`src/hdl/pmcf_map.svh`:
```
`ifndef PMCF_MAP_SVH
`define PMCF_MAP_SVH
// ****************************************
// Command codes
// ****************************************
`define PMCF_ADDR_SCRATCH 8'hd0
`define PMCF_ADDR_DELAY 8'hd1
`define PMCF_ADDR_MODE 8'hd2
`define PMCF_ADDR_FREQ 8'hd3
`define PMCF_ADDR_TRIM 8'hd4
// ****************************************
// Field positions
// ****************************************
`define PMCF_WORD_MSB 5
`define PMCF_GOOD_MSB 5
`define PMCF_GOOD_LSB 3
`define PMCF_POD_MSB 2
`define PMCF_RAMP_MSB 3
`define PMCF_RAMP_LSB 2
`define PMCF_UVRESP_BIT 1
`define PMCF_COND_BIT 0
`define PMCF_FREQ_MSB 2
`define PMCF_TRIM_MSB 4
// ****************************************
// Reset values
// ****************************************
`define PMCF_RST_WORD 6'h00
`define PMCF_RST_GOOD 3'h2
`define PMCF_RST_POD 3'h2
`define PMCF_RST_RAMP 2'h0
`define PMCF_RST_UVRESP 1'h0
`define PMCF_RST_COND 1'h0
`define PMCF_RST_FREQ 3'h2
`define PMCF_RST_TRIM 5'h10
// ****************************************
// Timing, in microseconds
// ****************************************
`define PMCF_CLK_MHZ 10
`define PMCF_GOOD_BASE_US 24'd256
`define PMCF_GOOD_LONG_US 24'd131072
`define PMCF_POD_OFFS_US 24'd100
`define PMCF_POD_BASE_US 24'd256
`define PMCF_RAMP_BASE_US 24'd1000
`define PMCF_HICCUP_US 24'd8960
`define PMCF_HICCUP_RAMPS 24'd7
// ****************************************
// Trim scaling, Q2.14
// ****************************************
`define PMCF_SCALE_ONE 16'h4000
`define PMCF_TRIM_STEP 16'h007b
`define PMCF_TRIM_MAX 5'h0c
`define PMCF_TRIM_ZERO 5'h10
`define PMCF_SCALE_FRAC 14
`define PMCF_FAULT_N 4
`endif

```
`src/hdl/pmcf_pkg.sv`:
```
package pmcf_pkg;
  // Converter sequencing states, one-hot
  typedef enum logic [6:0] {
    PMCF_OFF     = 7'h01,
    PMCF_PWRON   = 7'h02,
    PMCF_RAMP    = 7'h04,
    PMCF_GOODDLY = 7'h08,
    PMCF_RUN     = 7'h10,
    PMCF_HICCUP  = 7'h20,
    PMCF_LATCHED = 7'h40
  } pmcf_state_e;
  typedef logic [23:0] pmcf_us_t;
endpackage

```
`src/hdl/pmcf_regs.sv`:
```
`timescale 1ns/1ps
`include "pmcf_map.svh"
// What this block does
// - Fault flags held until clear, restart, reset
// - Condition still present re-sets flag at clear
// - Alert asserted while any flag is set
// - Scratch register holds six free bits
// - Good delay from bits 5:3
// - Power-on delay from bits 2:0
// - Ramp time from mode bits 3:2
// - Undervoltage: hiccup restart or latch off
// - Discontinuous during ramp, continuous if selected
// - Switching frequency from bits 2:0
// - Output trim in 0.75 percent steps
// - Trim and margin scales are multiplied
// - Unimplemented upper bits ignored, read zero
// - Flags latch on condition, stay set until clear, restart or reset
module pmcf_regs import pmcf_pkg::*; #(
  parameter int US_CYCLES = `PMCF_CLK_MHZ
) (
  input wire logic sys_clk_i,
  input wire logic srst_i,
  input wire logic [7:0] reg_addr_i,
  input wire logic reg_wr_i,
  input wire logic [7:0] reg_wdata_i,
  input wire logic reg_rd_i,
  output logic [7:0] reg_rdata_o,
  output logic reg_rvalid_o,
  input wire logic clear_faults_i,
  input wire logic en_i,
  input wire logic [`PMCF_FAULT_N-1:0] fault_cond_i,
  input wire logic uv_cond_i,
  input wire logic [15:0] margin_scale_i,
  output logic [`PMCF_FAULT_N-1:0] fault_flags_o,
  output logic alert_o,
  output logic switching_o,
  output logic fccm_o,
  output logic pgood_o,
  output logic [2:0] freq_select_o,
  output logic [15:0] vref_scale_o
);
  // ****************************************
  // Configuration registers
  // ****************************************
  logic [5:0] user_word;
  logic [2:0] good_delay_sel;
  logic [2:0] poweron_delay_sel;
  logic [1:0] ramp_time_sel;
  logic undervolt_response;
  logic conduction_select;
  logic [2:0] freq_select;
  logic [4:0] trim_code;
  logic [7:0] next_rdata;

  // Byte writes store only implemented bits
  always_ff @(posedge sys_clk_i) begin
    if (srst_i) begin
      user_word <= `PMCF_RST_WORD;
      good_delay_sel <= `PMCF_RST_GOOD;
      poweron_delay_sel <= `PMCF_RST_POD;
      ramp_time_sel <= `PMCF_RST_RAMP;
      undervolt_response <= `PMCF_RST_UVRESP;
      conduction_select <= `PMCF_RST_COND;
      freq_select <= `PMCF_RST_FREQ;
      trim_code <= `PMCF_RST_TRIM;
    end else if (reg_wr_i) begin
      unique case (reg_addr_i)
        `PMCF_ADDR_SCRATCH: user_word <= reg_wdata_i[`PMCF_WORD_MSB:0];
        `PMCF_ADDR_DELAY: begin
          good_delay_sel <= reg_wdata_i[`PMCF_GOOD_MSB:`PMCF_GOOD_LSB];
          poweron_delay_sel <= reg_wdata_i[`PMCF_POD_MSB:0];
        end
        `PMCF_ADDR_MODE: begin
          ramp_time_sel <= reg_wdata_i[`PMCF_RAMP_MSB:`PMCF_RAMP_LSB];
          undervolt_response <= reg_wdata_i[`PMCF_UVRESP_BIT];
          conduction_select <= reg_wdata_i[`PMCF_COND_BIT];
        end
        `PMCF_ADDR_FREQ: freq_select <= reg_wdata_i[`PMCF_FREQ_MSB:0];
        `PMCF_ADDR_TRIM: trim_code <= reg_wdata_i[`PMCF_TRIM_MSB:0];
        default: ;
      endcase
    end
  end

  // Read mux, upper bits read as zero
  always_comb begin
    next_rdata = 8'h00;
    unique case (reg_addr_i)
      `PMCF_ADDR_SCRATCH: next_rdata = {2'h0, user_word};
      `PMCF_ADDR_DELAY: next_rdata = {2'h0, good_delay_sel, poweron_delay_sel};
      `PMCF_ADDR_MODE: next_rdata = {4'h0, ramp_time_sel, undervolt_response,
                                     conduction_select};
      `PMCF_ADDR_FREQ: next_rdata = {5'h00, freq_select};
      `PMCF_ADDR_TRIM: next_rdata = {3'h0, trim_code};
      default: next_rdata = 8'h00;
    endcase
  end

  // Registered read answer
  always_ff @(posedge sys_clk_i) begin
    if (srst_i) begin
      reg_rdata_o <= 8'h00;
      reg_rvalid_o <= 1'b0;
    end else begin
      reg_rvalid_o <= reg_rd_i;
      if (reg_rd_i) begin
        reg_rdata_o <= next_rdata;
      end
    end
  end

  // ****************************************
  // Fault flags and alert
  // ****************************************
  logic en_q;
  logic restart;
  assign restart = en_i & ~en_q;

  // Enable history for off-then-on detection
  always_ff @(posedge sys_clk_i) begin
    if (srst_i) begin
      en_q <= 1'b0;
    end else begin
      en_q <= en_i;
    end
  end

  // One latched flag per condition, set wins
  for (genvar g = 0; g < `PMCF_FAULT_N; g++) begin : g_flag
    always_ff @(posedge sys_clk_i) begin
      if (srst_i) begin
        fault_flags_o[g] <= 1'b0;
      end else if (fault_cond_i[g]) begin
        fault_flags_o[g] <= 1'b1;
      end else if (clear_faults_i || restart) begin
        fault_flags_o[g] <= 1'b0;
      end
    end
  end

  // Alert follows the flags; host services it as an interrupt
  assign alert_o = |fault_flags_o;

  // ****************************************
  // Sequencer timing
  // ****************************************
  pmcf_state_e state;
  pmcf_state_e next_state;
  pmcf_us_t us_cnt;
  pmcf_us_t pod_us;
  pmcf_us_t good_us;
  pmcf_us_t ramp_us;
  pmcf_us_t hiccup_us;
  logic [15:0] pre_cnt;
  logic us_tick;
  logic cnt_done;

  // Delay lookups in microseconds
  always_comb begin
    pod_us = `PMCF_POD_OFFS_US + (`PMCF_POD_BASE_US << poweron_delay_sel);
    good_us = (good_delay_sel == 3'h7) ? `PMCF_GOOD_LONG_US
            : (`PMCF_GOOD_BASE_US << good_delay_sel);
    ramp_us = `PMCF_RAMP_BASE_US << ramp_time_sel;
    hiccup_us = 24'(`PMCF_HICCUP_US + `PMCF_HICCUP_RAMPS * ramp_us);
  end

  // Microsecond prescaler
  always_ff @(posedge sys_clk_i) begin
    if (srst_i || us_tick) begin
      pre_cnt <= 16'h0000;
    end else begin
      pre_cnt <= pre_cnt + 16'h0001;
    end
  end
  assign us_tick = (pre_cnt == 16'(US_CYCLES - 1));
  assign cnt_done = us_tick && (us_cnt == 24'h000000);

  // State transitions
  always_comb begin
    next_state = state;
    unique case (state)
      PMCF_OFF: if (en_i) next_state = PMCF_PWRON;
      PMCF_PWRON: if (cnt_done) next_state = PMCF_RAMP;
      PMCF_RAMP: if (cnt_done) next_state = PMCF_GOODDLY;
      PMCF_GOODDLY: if (cnt_done) next_state = PMCF_RUN;
      PMCF_RUN: ;
      PMCF_HICCUP: if (cnt_done) next_state = PMCF_RAMP;
      PMCF_LATCHED: ;
    endcase
    if ((state & (PMCF_RAMP | PMCF_GOODDLY | PMCF_RUN)) != 7'h00 && uv_cond_i) begin
      next_state = undervolt_response ? PMCF_LATCHED : PMCF_HICCUP;
    end
    if (!en_i) begin
      next_state = PMCF_OFF;
    end
  end

  // State register and countdown load
  always_ff @(posedge sys_clk_i) begin
    if (srst_i) begin
      state <= PMCF_OFF;
      us_cnt <= 24'h000000;
    end else begin
      state <= next_state;
      if (next_state != state) begin
        unique case (next_state)
          PMCF_PWRON: us_cnt <= pod_us - 24'h000001;
          PMCF_RAMP: us_cnt <= ramp_us - 24'h000001;
          PMCF_GOODDLY: us_cnt <= good_us - 24'h000001;
          PMCF_HICCUP: us_cnt <= hiccup_us - 24'h000001;
          default: us_cnt <= 24'h000000;
        endcase
      end else if (us_tick && us_cnt != 24'h000000) begin
        us_cnt <= us_cnt - 24'h000001;
      end
    end
  end

  // ****************************************
  // Converter controls
  // ****************************************
  logic [4:0] trim_steps;
  logic [15:0] trim_scale;
  logic [31:0] scale_prod;

  // Trim code to Q2.14 scale, clamped at 12 steps
  always_comb begin
    if (trim_code >= `PMCF_TRIM_ZERO) begin
      trim_steps = trim_code - `PMCF_TRIM_ZERO;
    end else begin
      trim_steps = 5'h0f - trim_code;
    end
    if (trim_steps > `PMCF_TRIM_MAX) begin
      trim_steps = `PMCF_TRIM_MAX;
    end
    if (trim_code >= `PMCF_TRIM_ZERO) begin
      trim_scale = 16'(`PMCF_SCALE_ONE + `PMCF_TRIM_STEP * trim_steps);
    end else begin
      trim_scale = 16'(`PMCF_SCALE_ONE - `PMCF_TRIM_STEP * trim_steps);
    end
    scale_prod = 32'(trim_scale) * 32'(margin_scale_i);
  end

  // Registered control outputs
  always_ff @(posedge sys_clk_i) begin
    if (srst_i) begin
      switching_o <= 1'b0;
      fccm_o <= 1'b0;
      pgood_o <= 1'b0;
      freq_select_o <= `PMCF_RST_FREQ;
      vref_scale_o <= `PMCF_SCALE_ONE;
    end else begin
      switching_o <= (next_state & (PMCF_RAMP | PMCF_GOODDLY | PMCF_RUN)) != 7'h00;
      fccm_o <= conduction_select && (next_state == PMCF_GOODDLY ||
                                      next_state == PMCF_RUN);
      pgood_o <= (next_state == PMCF_RUN);
      freq_select_o <= freq_select;
      vref_scale_o <= scale_prod[`PMCF_SCALE_FRAC+15:`PMCF_SCALE_FRAC];
    end
  end

  // ****************************************
  // Assertions
  // ****************************************
  chk_flag_sets: assert property (@(posedge sys_clk_i) disable iff (srst_i)
    fault_cond_i[0] |=> fault_flags_o[0]) else $error("flag did not latch");
  chk_flag_holds: assert property (@(posedge sys_clk_i) disable iff (srst_i)
    fault_flags_o[0] && !clear_faults_i && !restart |=> fault_flags_o[0])
    else $error("flag dropped without clear");
  chk_clear_reset: assert property (@(posedge sys_clk_i) disable iff (srst_i)
    clear_faults_i && fault_cond_i[1] |=> fault_flags_o[1] && alert_o)
    else $error("present fault lost at clear");
  chk_clear_works: assert property (@(posedge sys_clk_i) disable iff (srst_i)
    clear_faults_i && fault_cond_i == '0 |=> !alert_o)
    else $error("clear did not release alert");
  chk_alert_flags: assert property (@(posedge sys_clk_i) disable iff (srst_i)
    alert_o == (fault_flags_o != '0)) else $error("alert mismatch");
  chk_scratch_rw: assert property (@(posedge sys_clk_i) disable iff (srst_i)
    reg_wr_i && reg_addr_i == `PMCF_ADDR_SCRATCH ##1 reg_rd_i && !reg_wr_i &&
    reg_addr_i == `PMCF_ADDR_SCRATCH |=> reg_rdata_o == {2'h0, $past(reg_wdata_i[5:0], 2)})
    else $error("scratch readback wrong");
  chk_upper_zero: assert property (@(posedge sys_clk_i) disable iff (srst_i)
    reg_rvalid_o && $past(reg_addr_i) == `PMCF_ADDR_MODE |-> reg_rdata_o[7:4] == 4'h0)
    else $error("upper bits not zero");
  chk_dcm_ramp: assert property (@(posedge sys_clk_i) disable iff (srst_i)
    $past(state) == PMCF_RAMP && state == PMCF_RAMP |-> !fccm_o)
    else $error("continuous mode during ramp");
  chk_uv_latch: assert property (@(posedge sys_clk_i) disable iff (srst_i)
    state == PMCF_RUN && uv_cond_i && en_i && undervolt_response
    |=> state == PMCF_LATCHED ##1 !switching_o) else $error("no latch-off on UV");
  chk_uv_hiccup: assert property (@(posedge sys_clk_i) disable iff (srst_i)
    state == PMCF_RUN && uv_cond_i && en_i && !undervolt_response
    |=> state == PMCF_HICCUP) else $error("no hiccup on UV");
endmodule

```
`config.mk`:
```
export PLATFORM = sky130hd
export DESIGN_NAME = pmcf_regs
export DESIGN_NICKNAME = d
export VERILOG_FILES = /design/src/hdl/pmcf_pkg.sv /design/src/hdl/pmcf_regs.sv
export VERILOG_INCLUDE_DIRS = /design/src /design/src/hdl
export SDC_FILE = /design/constraint.sdc
export NUM_CORES = 1
export LEC_CHECK = 0
export BUFFER_PORTS_ARGS = -buffer_cell sky130_fd_sc_hd__buf_4
export CAP_MARGIN = 15
export CORE_AREA = 2 2 180 182
export CTS_BUF_LIST = sky130_fd_sc_hd__clkbuf_4 sky130_fd_sc_hd__clkbuf_8 sky130_fd_sc_hd__clkbuf_16
export CTS_CLUSTER_DIAMETER = 50
export DETAILED_ROUTE_END_ITERATION = 10
export DIE_AREA = 0 0 182 184
export PLACE_DENSITY = 0.65
export SLEW_MARGIN = 20
export SYNTH_ARGS = -nofsm -noshare
export SYNTH_HDL_FRONTEND = slang
export SYNTH_SLANG_ARGS = --single-unit
```
`constraint.sdc`:
```
create_clock -name sys_clk_i -period 10.1 [get_ports sys_clk_i]
set_input_delay 2.02 -clock sys_clk_i [delete_from_list [all_inputs] [get_ports sys_clk_i]]
set_output_delay 2.02 -clock sys_clk_i [all_outputs]
set_load 0.005 [all_outputs]
```
Word-level counts from Yosys, hierarchy flattened
Cells that the tools add are included.
{"block": "totals", "mem_bits_rw": 0, "mem_bits_ro": 0, "memories": 0, "latch_bits": 0, "wordCells": 106, "reg_bits": 107, "out_inout_bits": 36}
{"block": "classes", "div": 0, "n_shift": 3, "eq_ne": 18, "n_mux": 20, "mul": 3, "addsub": 12, "reduce_logical": 23, "order_cmp": 2, "n_bitwise": 2}
{"cell": "$sub A24 B1 Y24 const B", "count": 5}
{"cell": "$pmux W24 S4", "count": 1}
{"cell": "$mux W24", "count": 3}
{"cell": "$shl A9 B3 Y24 const A", "count": 2}
{"cell": "$mux W7", "count": 6}
{"cell": "$eq A8 B8 Y1 const B", "count": 5}
{"cell": "$mul A16 B16 Y30", "count": 1}
{"cell": "$pmux W6 S5", "count": 1}
{"cell": "$pmux W7 S4", "count": 1}
{"cell": "$add A14 B24 Y24 const A", "count": 1}
{"cell": "$add A7 B24 Y24 const A", "count": 1}
{"cell": "$logic_not A24 Y1", "count": 1}
{"cell": "$mul A3 B24 Y24 const A", "count": 1}
{"cell": "$reduce_bool A24 Y1", "count": 1}
{"cell": "$shl A10 B2 Y24 const A", "count": 1}
{"cell": "$add A15 B12 Y16 const A", "count": 1}
{"cell": "$add A16 B1 Y16 const B", "count": 1}
{"cell": "$eq A16 B4 Y1 const B", "count": 1}
{"cell": "$mux W16", "count": 1}
{"cell": "$sub A15 B12 Y16 const A", "count": 1}
{"cell": "$eq A7 B2 Y1 const B", "count": 2}
{"cell": "$eq A7 B3 Y1 const B", "count": 2}
{"cell": "$eq A7 B4 Y1 const B", "count": 2}
{"cell": "$eq A7 B6 Y1 const B", "count": 2}
{"cell": "20 further kinds", "count": 39}

Longest topological paths before layout
{"block": "logic_depth", "ltp_word": 9, "mapped_depth": 40, "mapped_depth_nobuf": 38}

Worst setup path after synthesis
OpenSTA, ideal clock, no wires.
{"block": "synth_timing", "kind": "register to register", "from": "register trim_code[4]", "to": "register vref_scale_o[9]", "arrival_ps": 9672, "required_time_ps": 9972, "setup_slack_ps": 300, "stages_incl_launch_ff": 40, "setup_ps": 128, "cell_sequence": "dfxtp_1 > buf_1 > xnor2_1 > inv_1 > ha_1 > inv_1 > fa_1 > inv_1 > fa_1 > inv_1 > ha_1 > nor2_1 > a211oi_1 > xor2_1 > nor4b_1 > a31oi_1 > xnor2_1 > clkbuf_1 > [... 4 more ...] > fa_1 > inv_1 > fa_1 > inv_1 > fa_1 > inv_1 > fa_1 > inv_1 > ha_1 > and3_1 > a221oi_1 > o22ai_1 > a21oi_1 > a21oi_1 > or3_1 > a221oi_1 > xor2_1 > nor2_1"}
{"block": "synth_between", "elab_chain_cells": 8, "word_cells_on_any_way": 11, "cone_classes": "4 x add/sub; 2 x mul; 2 x order compare; 3 x mux"}
{"item": "from (decl)", "line": "pmcf_regs.sv:52", "source": "logic [4:0] trim_code;"}
{"item": "from (signal assigned)", "line": "pmcf_regs.sv:65", "source": "trim_code <= `PMCF_RST_TRIM;"}
{"item": "from (signal assigned)", "line": "pmcf_regs.sv:79", "source": "`PMCF_ADDR_TRIM: trim_code <= reg_wdata_i[`PMCF_TRIM_MSB:0];"}
{"item": "$sub A4 B5 Y5 (tied with other cells)", "line": "pmcf_regs.sv:231", "source": "trim_steps = 5'h0f - trim_code;"}
{"item": "$mux W5", "line": "pmcf_regs.sv:228", "source": "if (trim_code >= `PMCF_TRIM_ZERO) begin"}
{"item": "$gt A5 B4 Y1 (no line)"}
{"item": "$mux W5", "line": "pmcf_regs.sv:233", "source": "if (trim_steps > `PMCF_TRIM_MAX) begin"}
{"item": "$mul A7 B5 Y12 (no line)"}
{"item": "$sub A15 B12 Y16 (no line) / $add A15 B12 Y16 (equally long branches)"}
{"item": "$mux W16 (*)", "line": "pmcf_regs.sv:236", "source": "if (trim_code >= `PMCF_TRIM_ZERO) begin"}
{"item": "$mul A16 B16 Y30 (*)", "line": "pmcf_regs.sv:241", "source": "scale_prod = 32'(trim_scale) * 32'(margin_scale_i);"}
{"item": "to (signal assigned)", "line": "pmcf_regs.sv:251", "source": "vref_scale_o <= `PMCF_SCALE_ONE;"}
{"item": "to (signal assigned)", "line": "pmcf_regs.sv:258", "source": "vref_scale_o <= scale_prod[`PMCF_SCALE_FRAC+15:`PMCF_SCALE_FRAC];"}
{"item": "to (decl)", "line": "pmcf_regs.sv:40", "source": "output logic [15:0] vref_scale_o"}
Every way passes the cells marked *; elsewhere a longest branch is shown, timed or not.
A chain may end at the register's enable or synchronous reset.

Worst setup path in the final report
{"block": "layout_timing", "from": "register trim_code[2]", "to": "register vref_scale_o[9]"}
The elaborated chain is that of the path after synthesis.

==> results.tsv <==
metric	value	unit
layout_common_cells	258 x inv_1, 194 x nand2_1, 185 x fa_1, 132 x ha_1, 123 x nor2_1	
dr_wl_met3	1470	um
yosys.cell_types.count	87	
drive_gt1_share	10.9	%
status	completed	
cap_violations	0	
area_growth_syn_to_layout	10.3	%
path_delay_family	adder cells	
io_buffers	74	
antenna_cells	0	
wl	34300	um
worstMarginPinSlew	0.786	ns
rows	65	
dp_cells	2089	
hp-class	flop to flop	
crit_fanout	16	
wl_per_cell	16.2	um
synth_area	14100	um2
cts_buffer_depth	2	
coreArea	31400	um2
avgSynthCellArea	8.48	um2
crit_slowest_cell	fa_1	
hpwlAfterDp	26300	um
crit_buf_inv	12	
synth-edff-count	0	
tritoncts	built	
htreeDepth	3	
hold_violations	0	
initial_utilization	44.9	%
insertion_delay	0.37	ns
critPathCaptureType	flop	
period_minus_slack	9.65	ns
cp.arrival	9.87	ns
tns	0	ns
final_cells	2114	
layout_commonest_cell	inv_1	
grt_pass1_vias	11740	
finClkSkew	0.0119	ns
required	10.32	ns
grt-ovfl-total	0	
ys_ff_latch	105	
leakage	7.36	nW
die_x	182	um
slew_viol_final	0	
cts_buffers	9	
worstSetupPathType	flop to flop	
wl_met1	15400	um
yosys.area.top_type	fa_1	
timing.slew.headroom	47.6	%
path_clk_slew	0.08	ns
synth_area_leaders	fa_1 26%, dfxtp_1 15%, ha_1 12%	
synthFlopType	dfxtp_1	
synthCells	1660	
cts_sinks	105	
antenna_found_initial	0	
critPathMaxStageDelay	0.54	ns
detail-route-antenna-nets	0	
vdd.ir_drop.worst	0.153	mV
dr.pass1.iters	5	
track_usage	21.6	%
cts-root-buf	clkbuf_16	
dr.max_layer_used	met4	
cp-start-kind	flop	
gp_congestion	0.901	
dr_wl_met2	16600	um
drt_iter0_drc	698	
nets	2068	
drc	0	
cp_common_cell	inv_1	
ys_warn_count	0	
grt_max_degree	65	
die_height	184	um
synth_top_area_share	26.3	%
vias	11368	
vias_per_cell	5.38	
synth.yosys.seq_area_share	14.9	%
max_freq	104	MHz
setup_violations	0	
ios	79	
grt_pass1_wl	58600	um
async_flop_share	0	%
dieArea	33500	um2
p_per_area	77.6	nW/um2
min_period_over_period	95.5	%
sequential cells by signal (all words and copies together) (netlist names), 4 cells and up:
register / cells
user_word: 6
reg_rdata_o: 6
trim_code: 5
us_cnt: 24
vref_scale_o: 16
pre_cnt: 16
state: 7
fault_flags_o: 4
what timing repair did:
action                     4_1_cts  5_1_grt
cloned                           0        0
pin swaps                        0        2
resized for setup                1       29
setup buffers                    0        9
setup endpoints to repair        1       11
hold buffers                     0        0
cells in the mapped netlist, types with 5 or more instances:
cell type,number
nor3b_1,7
nor2_1,125
nand2b_1,6
xnor2_1,38
a21o_1,9
ha_1,133
nand2_1,194
o22ai_1,8
nor4b_1,5
nor4_1,9
o21a_1,8
a211oi_1,12
clkbuf_1,65
and2_1,101
dfxtp_1,105
or2_2,6
or3_1,14
and3_1,19
buf_4,5
inv_1,258
or4_1,5
fa_1,185
nand3_1,35
nor2b_1,21
a21oi_1,59
o21ai_0,35
a31oi_1,11
o211ai_1,6
buf_6,5
nand4_1,7
xor2_1,32
nor3_1,30
mux2i_1,11
final cells by class:
cell class	count	area (um2)
clock buffers	9	225
multi-input cells	1221	10800
inverters	258	968
clock inverters	7	87.6
well taps	402	503
fillers	3013	15900
flip-flops and latches	105	2110
repair buffers	112	868
logic make-up after synthesis:
kind of cell / count (synthesis) / share of synthesized area [%]
mux: 14 / 1.02
xor+xnor: 70 / 4.35
flops: 105 / 14.9
other cells: 1 / 0.0266
buf+inv: 337 / 9.41
compound gates: 209 / 10.4
simple gates: 606 / 21.7
fa+ha+maj: 318 / 38.1
path summary, 6_finish.rpt:
path / startpoint / endpoint / slack, ns / depth (start not counted)
max reg2reg: trim_code[2] / vref_scale_o[9] / 0.45 / 40
min: user_word[2] / user_word[2] / 0.46 / 2
max: trim_code[2] / vref_scale_o[9] / 0.45 / 40
min reg2reg: user_word[2] / user_word[2] / 0.46 / 2
where the power goes:
group	leakage (nW)	switching, mW	total [mW]	internal, mW
registers	0.856	0.0145	0.450	0.436
logic	6.35	0.222	0.382	0.160
clock network	0.151	0.175	0.373	0.198
total	7.36	0.412	1.21	0.793
metal layers:
layer / global-route usage [%] / vias to the layer above
li1: - / 5438
met1: 28.5 / 5599
met2: 37.1 / 291
met3: 2.67 / 40
met4: 6.74 / 0
met5: 0 / -
worst register-to-register path: cells and delay by family, from the launching register on:
family | cells | cell delay [ns]
XOR/XNOR | 4 | 0.80
AO/OA/AOI/OAI | 6 | 1.04
buffers and inverters | 12 | 1.05
AND/OR/NAND/NOR | 7 | 1.30
adder cells (fa/ha/maj) | 11 | 4.96
flip-flops | 1 | 0.37
per-stage QoR:
| stage | util, % | hold WS, ns | setup WS [ns] | total power, mW | cell area, um2 |
|---|---|---|---|---|---|
| finish | 49.5 | 0.461 | 0.452 | 1.21 | 15500 |
| global route | 49.5 | 0.481 | -0.0111 | 1.29 | 15500 |
| CTS | 48.9 | 0.460 | 0.0329 | 1.21 | 15300 |
| detailed placement | 47.9 | 0.450 | 0.0201 | 0.835 | 15000 |
| global placement | 47.9 | 0.442 | 0.0886 | 0.829 | 15000 |
| floorplan | - | 0.434 | 0.300 | 0.715 | 14100 |
No activity file was read; power rests on OpenSTA's default activity.
